## config.mk

```make
export PLATFORM = sky130hd
export DESIGN_NAME = acr_top
export DESIGN_NICKNAME = d
export VERILOG_FILES = /design/src/shared/acr_pkg.sv /design/src/verilog/acr_sar.sv /design/src/verilog/acr_top.sv
export SDC_FILE = /design/constraint.sdc
export NUM_CORES = 1
export LEC_CHECK = 0
export BUFFER_PORTS_ARGS = -buffer_cell sky130_fd_sc_hd__clkbuf_2
export CAP_MARGIN = 25
export CELL_PAD_IN_SITES_DETAIL_PLACEMENT = 1
export CELL_PAD_IN_SITES_GLOBAL_PLACEMENT = 1
export CORE_ASPECT_RATIO = 1.25
export CORE_MARGIN = 4
export CORE_UTILIZATION = 30
export CTS_BUF_LIST = sky130_fd_sc_hd__clkbuf_8
export DETAILED_ROUTE_END_ITERATION = 8
export PLACE_DENSITY_LB_ADDON = 0.1
export SLEW_MARGIN = 10
export SYNTH_ARGS = -nofsm -noshare
export SYNTH_HDL_FRONTEND = slang
export SYNTH_SLANG_ARGS = --single-unit
```

## constraint.sdc

```tcl
create_clock -name ref_clk -period 3.92 [get_ports ref_clk]
set_input_delay 0.196 -clock ref_clk [delete_from_list [all_inputs] [get_ports ref_clk]]
set_output_delay 0.196 -clock ref_clk [all_outputs]
set_load 0.005 [all_outputs]
```

## src/shared/acr_pkg.sv

```systemverilog
package acr_pkg;

    // ----------------------------------------
    // Bus layout
    // ----------------------------------------
    localparam int ADDR_W = 12;
    localparam logic [ADDR_W-1:0] OFF_CONTROL = 12'h000;
    localparam logic [ADDR_W-1:0] OFF_SETUP = 12'h004;
    localparam logic [ADDR_W-1:0] OFF_RESULT = 12'h008;
    localparam logic [1:0] RESP_OKAY = 2'h0;
    localparam logic [1:0] RESP_SLVERR = 2'h2;

    // ----------------------------------------
    // Converter figures
    // ----------------------------------------
    localparam int RESULT_W = 8;
    localparam int RESULT_STEPS = 256;
    localparam logic [3:0] CHAN_LAST_INPUT = 4'ha;
    localparam logic [3:0] CHAN_FIXED_REF = 4'hf;

    // Conversion clock select codes
    localparam logic [2:0] CLK_DIV2 = 3'h0;
    localparam logic [2:0] CLK_DIV8 = 3'h1;
    localparam logic [2:0] CLK_DIV32 = 3'h2;
    localparam logic [2:0] CLK_RC_A = 3'h3;
    localparam logic [2:0] CLK_DIV4 = 3'h4;
    localparam logic [2:0] CLK_DIV16 = 3'h5;
    localparam logic [2:0] CLK_DIV64 = 3'h6;
    localparam logic [2:0] CLK_RC_B = 3'h7;

    localparam logic [7:0] DIV_LEN_2 = 8'h02;
    localparam logic [7:0] DIV_LEN_4 = 8'h04;
    localparam logic [7:0] DIV_LEN_8 = 8'h08;
    localparam logic [7:0] DIV_LEN_16 = 8'h10;
    localparam logic [7:0] DIV_LEN_32 = 8'h20;
    localparam logic [7:0] DIV_LEN_64 = 8'h40;

    // Reference source field codes
    localparam logic REF_SUPPLY_HI = 1'b0;
    localparam logic [1:0] REF_CODE_EXTERNAL = 2'h2;
    localparam logic [1:0] REF_CODE_FIXED = 2'h3;

    typedef enum logic [1:0] {
        ACR_VREF_SUPPLY,
        ACR_VREF_EXTERNAL,
        ACR_VREF_FIXED
    } acr_vref_t;

    // ----------------------------------------
    // Register images
    // ----------------------------------------
    typedef struct packed {
        logic [1:0] unused;
        logic [3:0] input_channel_select;
        logic go;
        logic converter_power_on;
    } acr_control_t;

    typedef struct packed {
        logic unused_hi;
        logic [2:0] conversion_clock_select;
        logic [1:0] unused_lo;
        logic [1:0] reference_source_select;
    } acr_setup_t;

    localparam acr_control_t CONTROL_RESET = '0;
    localparam acr_setup_t SETUP_RESET = '0;
    localparam logic [RESULT_W-1:0] RESULT_RESET = 8'h00;

endpackage

```

## src/verilog/acr_sar.sv

```systemverilog
module acr_sar #(
    parameter int WIDTH = 8
) (
    input wire logic ref_clk,
    input wire logic rst_n,
    input wire logic tick,
    input wire logic start,
    input wire logic abort,
    input wire logic cmp_hi,
    output logic busy,
    output logic done,
    output logic [WIDTH-1:0] trial,
    output logic [WIDTH-1:0] result
);

    typedef enum {ACR_SAR_IDLE, ACR_SAR_CONVERT} acr_sar_state_t;

    acr_sar_state_t state_q;
    logic [WIDTH-1:0] mask_q;
    logic [WIDTH-1:0] kept;

    if (WIDTH < 2) begin : g_bad_width
        $error("acr_sar needs at least two bits");
    end

    // Drop the trial bit when the input sits below the trial level
    assign kept = cmp_hi ? trial : (trial & ~mask_q);
    assign busy = (state_q == ACR_SAR_CONVERT);

    // ----------------------------------------
    // Bit by bit search, one bit per conversion clock
    // ----------------------------------------
    always_ff @(posedge ref_clk) begin
        if (!rst_n) begin
            state_q <= ACR_SAR_IDLE;
            mask_q <= '0;
            trial <= '0;
            result <= '0;
            done <= 1'b0;
        end else begin
            done <= 1'b0;
            unique case (state_q)
                ACR_SAR_IDLE: begin
                    if (start) begin
                        state_q <= ACR_SAR_CONVERT;
                        mask_q <= {1'b1, {(WIDTH-1){1'b0}}};
                        trial <= {1'b1, {(WIDTH-1){1'b0}}};
                    end
                end
                ACR_SAR_CONVERT: begin
                    if (abort) begin
                        state_q <= ACR_SAR_IDLE;
                    end else if (tick) begin
                        if (mask_q[0]) begin
                            result <= kept;
                            done <= 1'b1;
                            state_q <= ACR_SAR_IDLE;
                        end else begin
                            trial <= kept | (mask_q >> 1);
                            mask_q <= mask_q >> 1;
                        end
                    end
                end
            endcase
        end
    end

endmodule

```

## src/verilog/acr_top.sv

```systemverilog
module acr_top #(
    parameter int RC_DIV_LEN = 16
) (
    input wire logic ref_clk,
    input wire logic rst_n,
    input wire logic [acr_pkg::ADDR_W-1:0] s_axi_awaddr,
    input wire logic s_axi_awvalid,
    output logic s_axi_awready,
    input wire logic [31:0] s_axi_wdata,
    input wire logic [3:0] s_axi_wstrb,
    input wire logic s_axi_wvalid,
    output logic s_axi_wready,
    output logic [1:0] s_axi_bresp,
    output logic s_axi_bvalid,
    input wire logic s_axi_bready,
    input wire logic [acr_pkg::ADDR_W-1:0] s_axi_araddr,
    input wire logic s_axi_arvalid,
    output logic s_axi_arready,
    output logic [31:0] s_axi_rdata,
    output logic [1:0] s_axi_rresp,
    output logic s_axi_rvalid,
    input wire logic s_axi_rready,
    input wire logic comparator_above,
    output logic converter_power_on,
    output logic [3:0] input_channel_select,
    output logic channel_fixed_ref,
    output logic channel_reserved,
    output acr_pkg::acr_vref_t reference_source,
    output logic [acr_pkg::RESULT_W-1:0] dac_trial,
    output logic sample_connect,
    output logic hold_capacitor_discharge,
    output logic conversion_busy
);

    if (RC_DIV_LEN < 2 || RC_DIV_LEN > 255) begin : g_bad_rc
        $error("RC_DIV_LEN must be 2..255");
    end
    if ((1 << acr_pkg::RESULT_W) != acr_pkg::RESULT_STEPS) begin : g_bad_steps
        $error("width and steps disagree");
    end

    acr_pkg::acr_control_t control_q;
    acr_pkg::acr_setup_t setup_q;
    logic [acr_pkg::RESULT_W-1:0] result_q;
    logic start_q;
    logic sar_busy;
    logic sar_done;
    logic [acr_pkg::RESULT_W-1:0] sar_result;
    logic [7:0] div_len;
    logic [7:0] div_cnt_q;
    logic conv_tick;

    // ----------------------------------------
    // AXI4-Lite write channel
    // ----------------------------------------
    logic aw_full_q;
    logic w_full_q;
    logic [acr_pkg::ADDR_W-1:0] aw_addr_q;
    logic [7:0] w_byte_q;
    logic w_lane0_q;
    logic do_write;
    logic wr_mapped;

    assign s_axi_awready = !aw_full_q && !s_axi_bvalid;
    assign s_axi_wready = !w_full_q && !s_axi_bvalid;
    assign do_write = aw_full_q && w_full_q && !s_axi_bvalid;
    assign wr_mapped = (aw_addr_q == acr_pkg::OFF_CONTROL) || (aw_addr_q == acr_pkg::OFF_SETUP)
        || (aw_addr_q == acr_pkg::OFF_RESULT);

    always_ff @(posedge ref_clk) begin
        if (!rst_n) begin
            aw_full_q <= 1'b0;
            aw_addr_q <= '0;
        end else if (s_axi_awvalid && s_axi_awready) begin
            aw_full_q <= 1'b1;
            aw_addr_q <= s_axi_awaddr;
        end else if (do_write) begin
            aw_full_q <= 1'b0;
        end
    end

    always_ff @(posedge ref_clk) begin
        if (!rst_n) begin
            w_full_q <= 1'b0;
            w_byte_q <= 8'h00;
            w_lane0_q <= 1'b0;
        end else if (s_axi_wvalid && s_axi_wready) begin
            w_full_q <= 1'b1;
            w_byte_q <= s_axi_wdata[7:0];
            w_lane0_q <= s_axi_wstrb[0];
        end else if (do_write) begin
            w_full_q <= 1'b0;
        end
    end

    always_ff @(posedge ref_clk) begin
        if (!rst_n) begin
            s_axi_bvalid <= 1'b0;
            s_axi_bresp <= acr_pkg::RESP_OKAY;
        end else if (do_write) begin
            s_axi_bvalid <= 1'b1;
            s_axi_bresp <= wr_mapped ? acr_pkg::RESP_OKAY : acr_pkg::RESP_SLVERR;
        end else if (s_axi_bready) begin
            s_axi_bvalid <= 1'b0;
        end
    end

    // ----------------------------------------
    // Registers
    // ----------------------------------------
    acr_pkg::acr_control_t wr_control;
    acr_pkg::acr_setup_t wr_setup;
    logic wr_control_hit;

    assign wr_control = w_byte_q;
    assign wr_setup = w_byte_q;
    assign wr_control_hit = do_write && w_lane0_q && (aw_addr_q == acr_pkg::OFF_CONTROL);

    always_ff @(posedge ref_clk) begin
        if (!rst_n) begin
            control_q <= acr_pkg::CONTROL_RESET;
            start_q <= 1'b0;
        end else begin
            start_q <= 1'b0;
            if (wr_control_hit) begin
                control_q.converter_power_on <= wr_control.converter_power_on;
                control_q.input_channel_select <= wr_control.input_channel_select;
                if (!wr_control.converter_power_on || !wr_control.go) begin
                    control_q.go <= 1'b0;
                end else if (!control_q.go && !sar_busy) begin
                    control_q.go <= 1'b1;
                    start_q <= 1'b1;
                end
            end
            // Completion clears go; a set written while busy was ignored above
            if (sar_done) begin
                control_q.go <= 1'b0;
            end
        end
    end

    always_ff @(posedge ref_clk) begin
        if (!rst_n) begin
            setup_q <= acr_pkg::SETUP_RESET;
        end else if (do_write && w_lane0_q && aw_addr_q == acr_pkg::OFF_SETUP) begin
            setup_q.conversion_clock_select <= wr_setup.conversion_clock_select;
            setup_q.reference_source_select <= wr_setup.reference_source_select;
        end
    end

    // A finished conversion outranks a software write in the same cycle
    always_ff @(posedge ref_clk) begin
        if (!rst_n) begin
            result_q <= acr_pkg::RESULT_RESET;
        end else if (sar_done) begin
            result_q <= sar_result;
        end else if (do_write && w_lane0_q && aw_addr_q == acr_pkg::OFF_RESULT) begin
            result_q <= w_byte_q;
        end
    end

    // ----------------------------------------
    // AXI4-Lite read channel
    // ----------------------------------------
    assign s_axi_arready = !s_axi_rvalid;

    always_ff @(posedge ref_clk) begin
        if (!rst_n) begin
            s_axi_rvalid <= 1'b0;
            s_axi_rdata <= '0;
            s_axi_rresp <= acr_pkg::RESP_OKAY;
        end else if (s_axi_arvalid && s_axi_arready) begin
            s_axi_rvalid <= 1'b1;
            s_axi_rresp <= acr_pkg::RESP_OKAY;
            unique case (s_axi_araddr)
                acr_pkg::OFF_CONTROL: s_axi_rdata <= {24'h000000, 2'h0,
                    control_q.input_channel_select, control_q.go,
                    control_q.converter_power_on};
                acr_pkg::OFF_SETUP: s_axi_rdata <= {24'h000000, 1'b0,
                    setup_q.conversion_clock_select, 2'h0,
                    setup_q.reference_source_select};
                acr_pkg::OFF_RESULT: s_axi_rdata <= {24'h000000, result_q};
                default: begin
                    s_axi_rdata <= '0;
                    s_axi_rresp <= acr_pkg::RESP_SLVERR;
                end
            endcase
        end else if (s_axi_rready) begin
            s_axi_rvalid <= 1'b0;
        end
    end

    // ----------------------------------------
    // Conversion clock
    // ----------------------------------------
    // The RC source is modelled as a fixed division so one clock serves all
    always_comb begin
        unique case (setup_q.conversion_clock_select)
            acr_pkg::CLK_DIV2: div_len = acr_pkg::DIV_LEN_2;
            acr_pkg::CLK_DIV8: div_len = acr_pkg::DIV_LEN_8;
            acr_pkg::CLK_DIV32: div_len = acr_pkg::DIV_LEN_32;
            acr_pkg::CLK_DIV4: div_len = acr_pkg::DIV_LEN_4;
            acr_pkg::CLK_DIV16: div_len = acr_pkg::DIV_LEN_16;
            acr_pkg::CLK_DIV64: div_len = acr_pkg::DIV_LEN_64;
            acr_pkg::CLK_RC_A, acr_pkg::CLK_RC_B: div_len = 8'(RC_DIV_LEN);
        endcase
    end

    // Divider only runs during a conversion, saving power when idle
    always_ff @(posedge ref_clk) begin
        if (!rst_n || !sar_busy || conv_tick) begin
            div_cnt_q <= 8'h00;
        end else begin
            div_cnt_q <= div_cnt_q + 8'h01;
        end
    end

    assign conv_tick = sar_busy && (div_cnt_q >= div_len - 8'h01);

    // ----------------------------------------
    // Converter core and analog controls
    // ----------------------------------------
    acr_sar #(
        .WIDTH(acr_pkg::RESULT_W)
    ) u_sar (
        .ref_clk(ref_clk),
        .rst_n(rst_n),
        .tick(conv_tick),
        .start(start_q),
        .abort(!control_q.go || !control_q.converter_power_on),
        .cmp_hi(comparator_above),
        .busy(sar_busy),
        .done(sar_done),
        .trial(dac_trial),
        .result(sar_result)
    );

    always_comb begin
        if (setup_q.reference_source_select[1] == acr_pkg::REF_SUPPLY_HI) begin
            reference_source = acr_pkg::ACR_VREF_SUPPLY;
        end else if (setup_q.reference_source_select == acr_pkg::REF_CODE_EXTERNAL) begin
            reference_source = acr_pkg::ACR_VREF_EXTERNAL;
        end else begin
            reference_source = acr_pkg::ACR_VREF_FIXED;
        end
    end

    assign converter_power_on = control_q.converter_power_on;
    assign input_channel_select = control_q.input_channel_select;
    assign channel_fixed_ref = (control_q.input_channel_select == acr_pkg::CHAN_FIXED_REF);
    assign channel_reserved = (control_q.input_channel_select > acr_pkg::CHAN_LAST_INPUT)
        && !channel_fixed_ref;
    // Tracking between conversions is how software's acquisition wait takes effect
    assign sample_connect = control_q.converter_power_on && !sar_busy;
    assign hold_capacitor_discharge = 1'b0;
    assign conversion_busy = sar_busy;

endmodule

```

==> After elaboration in Yosys (flattened, before gate mapping) <==
Memory sizes are Yosys's and may differ from the RTL's. A register that Yosys moved wholly into a read port is not among the register bits.
Index checks and enable logic that the tools add are counted.
{ "op_classes": {"magnitude_cmp": 2, "n_reduce_logical": 50, "bitwise": 8, "eq_ne": 14, "n_addsub": 2, "muxes": 35} }
{ "op_table": {"columns": ["operator", "count"], "rows": [
  ["$mux W32", 4],
  ["$mux W8", 10],
  ["$pmux W32 S2", 1],
  ["$eq A32 B1 Y1 const B", 1],
  ["$eq A32 B2 Y1 const B", 1],
  ["$logic_not A32 Y1", 1],
  ["$pmux W8 S2", 2],
  ["$eq A12 B3 Y1 const B", 2],
  ["$eq A12 B4 Y1 const B", 2],
  ["$logic_not A12 Y1", 2],
  ["$pmux W8 S3", 1],
  ["$logic_and A1 B1 Y1", 15],
  ["$reduce_bool A2 Y1", 6],
  ["$logic_not A1 Y1", 11],
  ["$mux W1", 11],
  ["$add A8 B1 Y8 const B", 1],
  ["$and A8 B8 Y8", 1],
  ["$ge A8 B8 Y1", 1],
  ["$mux W2", 4],
  ["$ne A2 B2 Y1 const B", 4],
  ["$not A8 Y8", 1],
  ["$or A8 B7 Y8", 1],
  ["$reduce_and A4 Y1", 2],
  ["$sub A8 B1 Y8 const B", 1],
  ["13 further kinds", 25]
]} }
{ "word_totals": {"elab_cells": 136, "mem_bits_ro": 48, "in_bits": 68, "ff_bits": 146, "output_inout_bits": 61, "memories": 1} }
{ "mem_list": {"columns": ["name", "depth", "word_bits", "rd", "rd_ports_with_merged_regs", "write_ports", "line_no", "rtl"], "rows": [
  ["(name not given)", 8, 6, 1, 1, 0, "acr_top.sv:198", "unique case (setup_q.conversion_clock_select)"]
]} }

==> Depth between registers and ports, before layout <==
{ "depth": {"word_depth": 8, "mapped_depth": 12} }

==> Modules after synthesis <==
A second synthesis with hierarchy kept.
{ "unflattened": {"cells_unflattened": 539, "hier_area_um2": 4456.8} }
{ "by_module_without_submodules": {"columns": ["mod", "n_inst", "cells_each", "area_each_um2"], "rows": [
  ["acr_top", 1, 418, 3380.7],
  ["acr_sar", 1, 121, 1076.0]
]} }

==> Worst setup path after synthesis <==
OpenSTA, ideal clock, no wires.
{ "synth_timing": {"path_kind": "flip-flop to flip-flop", "start": "register div_len[1] (netlist name)", "end": "register u_sar.mask_q[0]", "path_stages_with_launch": 13, "required_ns": 3.805, "arrival_ns": 2.040, "path_buffers": 2, "synth_period_minus_slack_ns": 2.154, "slack_ns": 1.766, "path_cell_list": "dfxtp_1 -> inv_1 -> ha_1 -> nand2_1 -> xor2_1 -> ha_1 -> a21oi_1 -> o21ai_0 -> a21oi_1 -> buf_2 -> buf_2 -> a21oi_1 -> o21a_1"} }
{ "synth_between": {"elab_chain_cells": 5} }
{ "synth_rtl": {"columns": ["item", "line_no", "rtl"], "rows": [
  ["$sub A8 B1 Y8", "acr_top.sv:218", "assign conv_tick = sar_busy && (div_cnt_q >= div_len - 8'h01);"],
  ["$ge A8 B8 Y1", "acr_top.sv:218", null],
  ["$logic_and A1 B1 Y1", "acr_top.sv:218", null],
  ["$ne A2 B2 Y1 (no line)", null, null],
  ["$reduce_and A3 Y1 (no line)", null, null],
  ["end signal, assigned", "acr_sar.sv:46", "mask_q <= {1'b1, {(WIDTH-1){1'b0}}};"],
  ["end signal, assigned", "acr_sar.sv:60", "mask_q <= mask_q >> 1;"],
  ["end, declared", "acr_sar.sv:19", "logic [WIDTH-1:0] mask_q;"]
]} }
Every way passes these cells.
A chain may end at the register's enable or synchronous reset.

==> Worst setup path after layout <==
{ "layout_timing": {"start": "register div_len[3] (netlist name)", "end": "register u_sar.trial[3]"} }
{ "layout_between": {"elab_chain_cells": 5} }
{ "layout_rtl": {"columns": ["item", "line_no", "rtl"], "rows": [
  ["$sub A8 B1 Y8", "acr_top.sv:218", null],
  ["$ge A8 B8 Y1", "acr_top.sv:218", null],
  ["$logic_and A1 B1 Y1", "acr_top.sv:218", null],
  ["$ne A2 B2 Y1 (no line)", null, null],
  ["$reduce_and A4 Y1 (no line)", null, null],
  ["end signal, assigned", "acr_sar.sv:47", "trial <= {1'b1, {(WIDTH-1){1'b0}}};"],
  ["end signal, assigned", "acr_sar.sv:59", "trial <= kept | (mask_q >> 1);"],
  ["end, declared", "acr_sar.sv:12", "output logic [WIDTH-1:0] trial,"]
]} }
Every way passes these cells.

==> metrics list <==
* Cell with the most instances after synthesis: sky130_fd_sc_hd__dfxtp_1
* Number of placement rows: 50
- Number of max-slew violations in the final report: 0
- In the synthesized netlist the async set-or-reset flop fraction comes to 0%.
- Commonest cells in the netlist: sky130_fd_sc_hd__dfxtp_1 (95), sky130_fd_sc_hd__nand2_1 (94), sky130_fd_sc_hd__a21oi_1 (56), sky130_fd_sc_hd__o21ai_0 (41), sky130_fd_sc_hd__buf_4 (31)
* Clock transition at the registers of the reported paths: 0.10 ns
* Area of the placeable core: 0.0150 mm²
- The worst setup path is of the flop to flop kind.
- The clock drives 95 sinks.
- Horizontal die dimension: 118 µm
- Max Freq: 0.399 GHz
- The filler cells instantiated in the layout total 1,831.
* Utilization of the core after routing: 34.3%
* Predominant post-synthesis flop cell: sky130_fd_sc_hd__dfxtp_1
- STA puts the critical path data required time at 4.23 ns.
- Dividing the detail-routed via count by the number of cells gives 4.89.
- Count of final setup violators: 0
- Library cell occupying the most area in the post-synthesis netlist: sky130_fd_sc_hd__dfxtp_1
- The synthesized design devotes to its leading area cell type 41.6% of total area.
- Dividing the final minimum period by the clock period gives 63.9%.
- Counting flops with a built-in enable in the synthesized netlist gives 0.
* Worst-case headroom to the max-slew limit: 43.6%
* Path depth of the worst reg2reg path: 11
- The pre-antenna-repair detailed-routing pass consisted of 4 iterations.
* Synth cell types: 54
- Count of synthesis-stage warnings from yosys: 0
- Counting instances, the worst hold path has a depth of 3.
- After layout, the worst setup slack is 1.42 ns.
- HPWL after detailed placement: 8.91 mm
- Total CTS buffers: 9
- Wires add up to 11.9 mm.
* Post-Syn Instances: 542
* First-pass GRT wire length: 20.1 mm
* Mean routed wirelength per cell: 15.1 µm
- Total standard cell area after synthesis: 0.00457 mm²
- TritonCTS built the clock tree.
- The number of gates resized after CTS was 0.
- Top-Level Pins: 129
- The routed design could run at a clock period as short as 2.50 ns.
* Starting density of the core: 30.6%
* Largest family of logic cells by synthesized area: simple AND/OR/NAND/NOR gates
* Final RePlAce weighted congestion: 0.715
- Number of antenna violations at the first check in global routing: 0
- The count of endpoints failing hold in the final timing report is 0.
- Slew at the pin closest to its max-slew limit: 0.842 ns
- The detailed router placed 3,858 vias in this run.
* Chip Height: 146 µm
* Clock root buffer master: sky130_fd_sc_hd__clkbuf_8
- Relative to the synthesized area, the layout overhead comes to 12.2%.
* Share of cell area taken by muxes after synthesis: 4.60%
* Maximum number of buffers from clock root to sink: 2
- Of all nets on the critical path, the largest fanout is 21.
- IO Port Bufs: 74
* Element type at the critical path start: flop
- After layout, the design draws a total of 1.77 mW.
* Deepest level of the CTS H-tree: 3
- Average footprint of a synthesized cell: 8.43 µm²
- The post-route netlist has 18.5% of its cells at a drive strength greater than 1.
* Unrepaired setup endpoints after global routing: no
* Static leakage: 1.88 nW
* Total gr overflow: 0
- Area share of fa/ha/maj cells after synthesis: 2.46%
* CP arrival: 2.81 ns
- Synth Area in XOR/XNOR: 2.11%
- Count of routing violations after the opening detailed-route iteration: 162
- In the global route stage, overall resource usage came out at 14.2%.
- The number of global-route vias before repair is 3,943.
- VDD sags by at most 145 µV.
* Dominant cells by area after synthesis: sky130_fd_sc_hd__dfxtp_1 (42%), sky130_fd_sc_hd__nand2_1 (7.7%), sky130_fd_sc_hd__a21oi_1 (6.1%)
- Once detail routing completed, the nets flagged for antenna violations numbered 0.
- Of the total synthesized cell area, the portion taken by AND, OR, NAND and NOR gates is 22.8%.
- Post-CTS setup buffer count: 0
* Post-synthesis sequential area ratio: 41.6%
- At the end of the flow, the number of nets in the layout was 679.
- Worst clock skew: 0.0167 ns
* CP Capture Type: flop
- Number of max-cap violations: 0
* Clock Latency Late Sink: 0.37 ns
- 0 antenna diodes ended up in the layout.
* Die Area: 0.0173 mm²
- Summing the areas of all compound-gate instances in the mapped netlist gives 16.5% of the synthesized area.
* Result of the run: finished, final reports clean
- In the routed design, unresolved DRC markers number 0.
- Largest net degree at the start of global routing: 42
- Buffers inserted to repair hold after CTS numbered 1.
- In this run, synthesis produced a sequential element count of 95.
* Total Negative Setup Slacks: 0 ns
- The min-delay analysis places its worst path in the category primary input to flop.
* Pre-CTS setup slack: 1.42 ns
* Power density cells: 345 mW/mm²
-- path summary, 6_finish.rpt --
kind	start	to	slack, ns
max reg2reg	div_len[3]$_SDFF_PP0_	u_sar.trial[3]$_SDFFE_PN0P_	1.42
min reg2reg	u_sar.done$_SDFF_PP0_	control_q[1]$_SDFFE_PP0P_	0.42
max	div_len[3]$_SDFF_PP0_	u_sar.trial[3]$_SDFFE_PN0P_	1.42
min	s_axi_wdata[4]	w_byte_q[4]$_SDFFE_PN0P_	0.03
-- cell families after synthesis --
logic type | Yosys count
adders and majority gates | 9
and+or+nand+nor | 200
DFF | 95
AOI/OAI and AO/OA | 129
muxes | 21
other | 1
xor gates and xnor gates | 11
buffers and inverters | 76
-- power breakdown --
| part | switching [mW] | internal (mW) |
|---|---|---|
| logic | 0.0794 | 0.0476 |
| clock network | 0.366 | 0.270 |
| registers | 0.0234 | 0.984 |
-- per-stage QoR --
step | hold slack [ns] | instance area, µm² | instances
global route | 0.0115 | 5130 | 789
floorplan | 0.296 | 4670 | 568
finish | 0.0315 | 5130 | 789
detailed placement | 0.397 | 4930 | 772
CTS | 0.00436 | 5130 | 789
global placement | 0.386 | 4930 | 772
-- placed cells by master, fill, tap and decap left out, types with 18 or more instances in the layout --
cell,synthesis,final
sky130_fd_sc_hd__a21oi_1,56,56
sky130_fd_sc_hd__clkbuf_2,0,74
sky130_fd_sc_hd__conb_1,1,27
sky130_fd_sc_hd__dfxtp_1,95,95
sky130_fd_sc_hd__inv_1,18,18
sky130_fd_sc_hd__mux2i_1,21,21
sky130_fd_sc_hd__nand2_1,94,94
sky130_fd_sc_hd__nand3_1,23,23
sky130_fd_sc_hd__nor2_1,25,25
sky130_fd_sc_hd__o21ai_0,41,41
-- critical path, stage by stage (launching register included) --
cell and delay (ns):
sky130_fd_sc_hd__dfxtp_1 0.36, sky130_fd_sc_hd__nor3_1 0.28, sky130_fd_sc_hd__nand3_1 0.13, sky130_fd_sc_hd__xor2_1 0.16, sky130_fd_sc_hd__ha_1 0.28, sky130_fd_sc_hd__nand2_1 0.07
sky130_fd_sc_hd__o21ai_0 0.21, sky130_fd_sc_hd__a21oi_1 0.07, sky130_fd_sc_hd__buf_4 0.20, sky130_fd_sc_hd__a21oi_2 0.14, sky130_fd_sc_hd__buf_4 0.28, sky130_fd_sc_hd__mux2i_1 0.23
-- state kept, by name, indices dropped and copies added, names as in the netlist, 4 cells and up --
register and count:
aw_addr_q 12, div_cnt_q 8, div_len 6, input_channel_select 4, result_q 8, s_axi_rdata 8
setup_q 5, u_sar.mask_q 8, u_sar.result 8, u_sar.trial 8, w_byte_q 8
-- layer usage --
metal / wire (µm) / vias to the layer above / part of all wire, % / GRT usage [%]
met5: 0 / - / 0 / 0
met4: 123 / 0 / 1.0 / 4.35
met3: 375 / 10 / 3.1 / 3.23
met2: 6080 / 53 / 51 / 24.6
met1: 5370 / 1867 / 45 / 17.7
li1: - / 1928 / - / -
-- area by class of cell --
| class | instances | area (µm²) | area share [%] |
|---|---|---|---|
| clock inverter | 5 | 38.8 | 0.756 |
| sequential | 95 | 1900 | 37.1 |
| clock buffer | 11 | 151 | 2.95 |
| timing repair buffer | 80 | 418 | 8.15 |
| multi-input combinational | 397 | 2320 | 45.2 |
| inverter | 19 | 71.3 | 1.39 |
| tap | 182 | 228 | 4.44 |
Power figures use the tool's default switching activity.
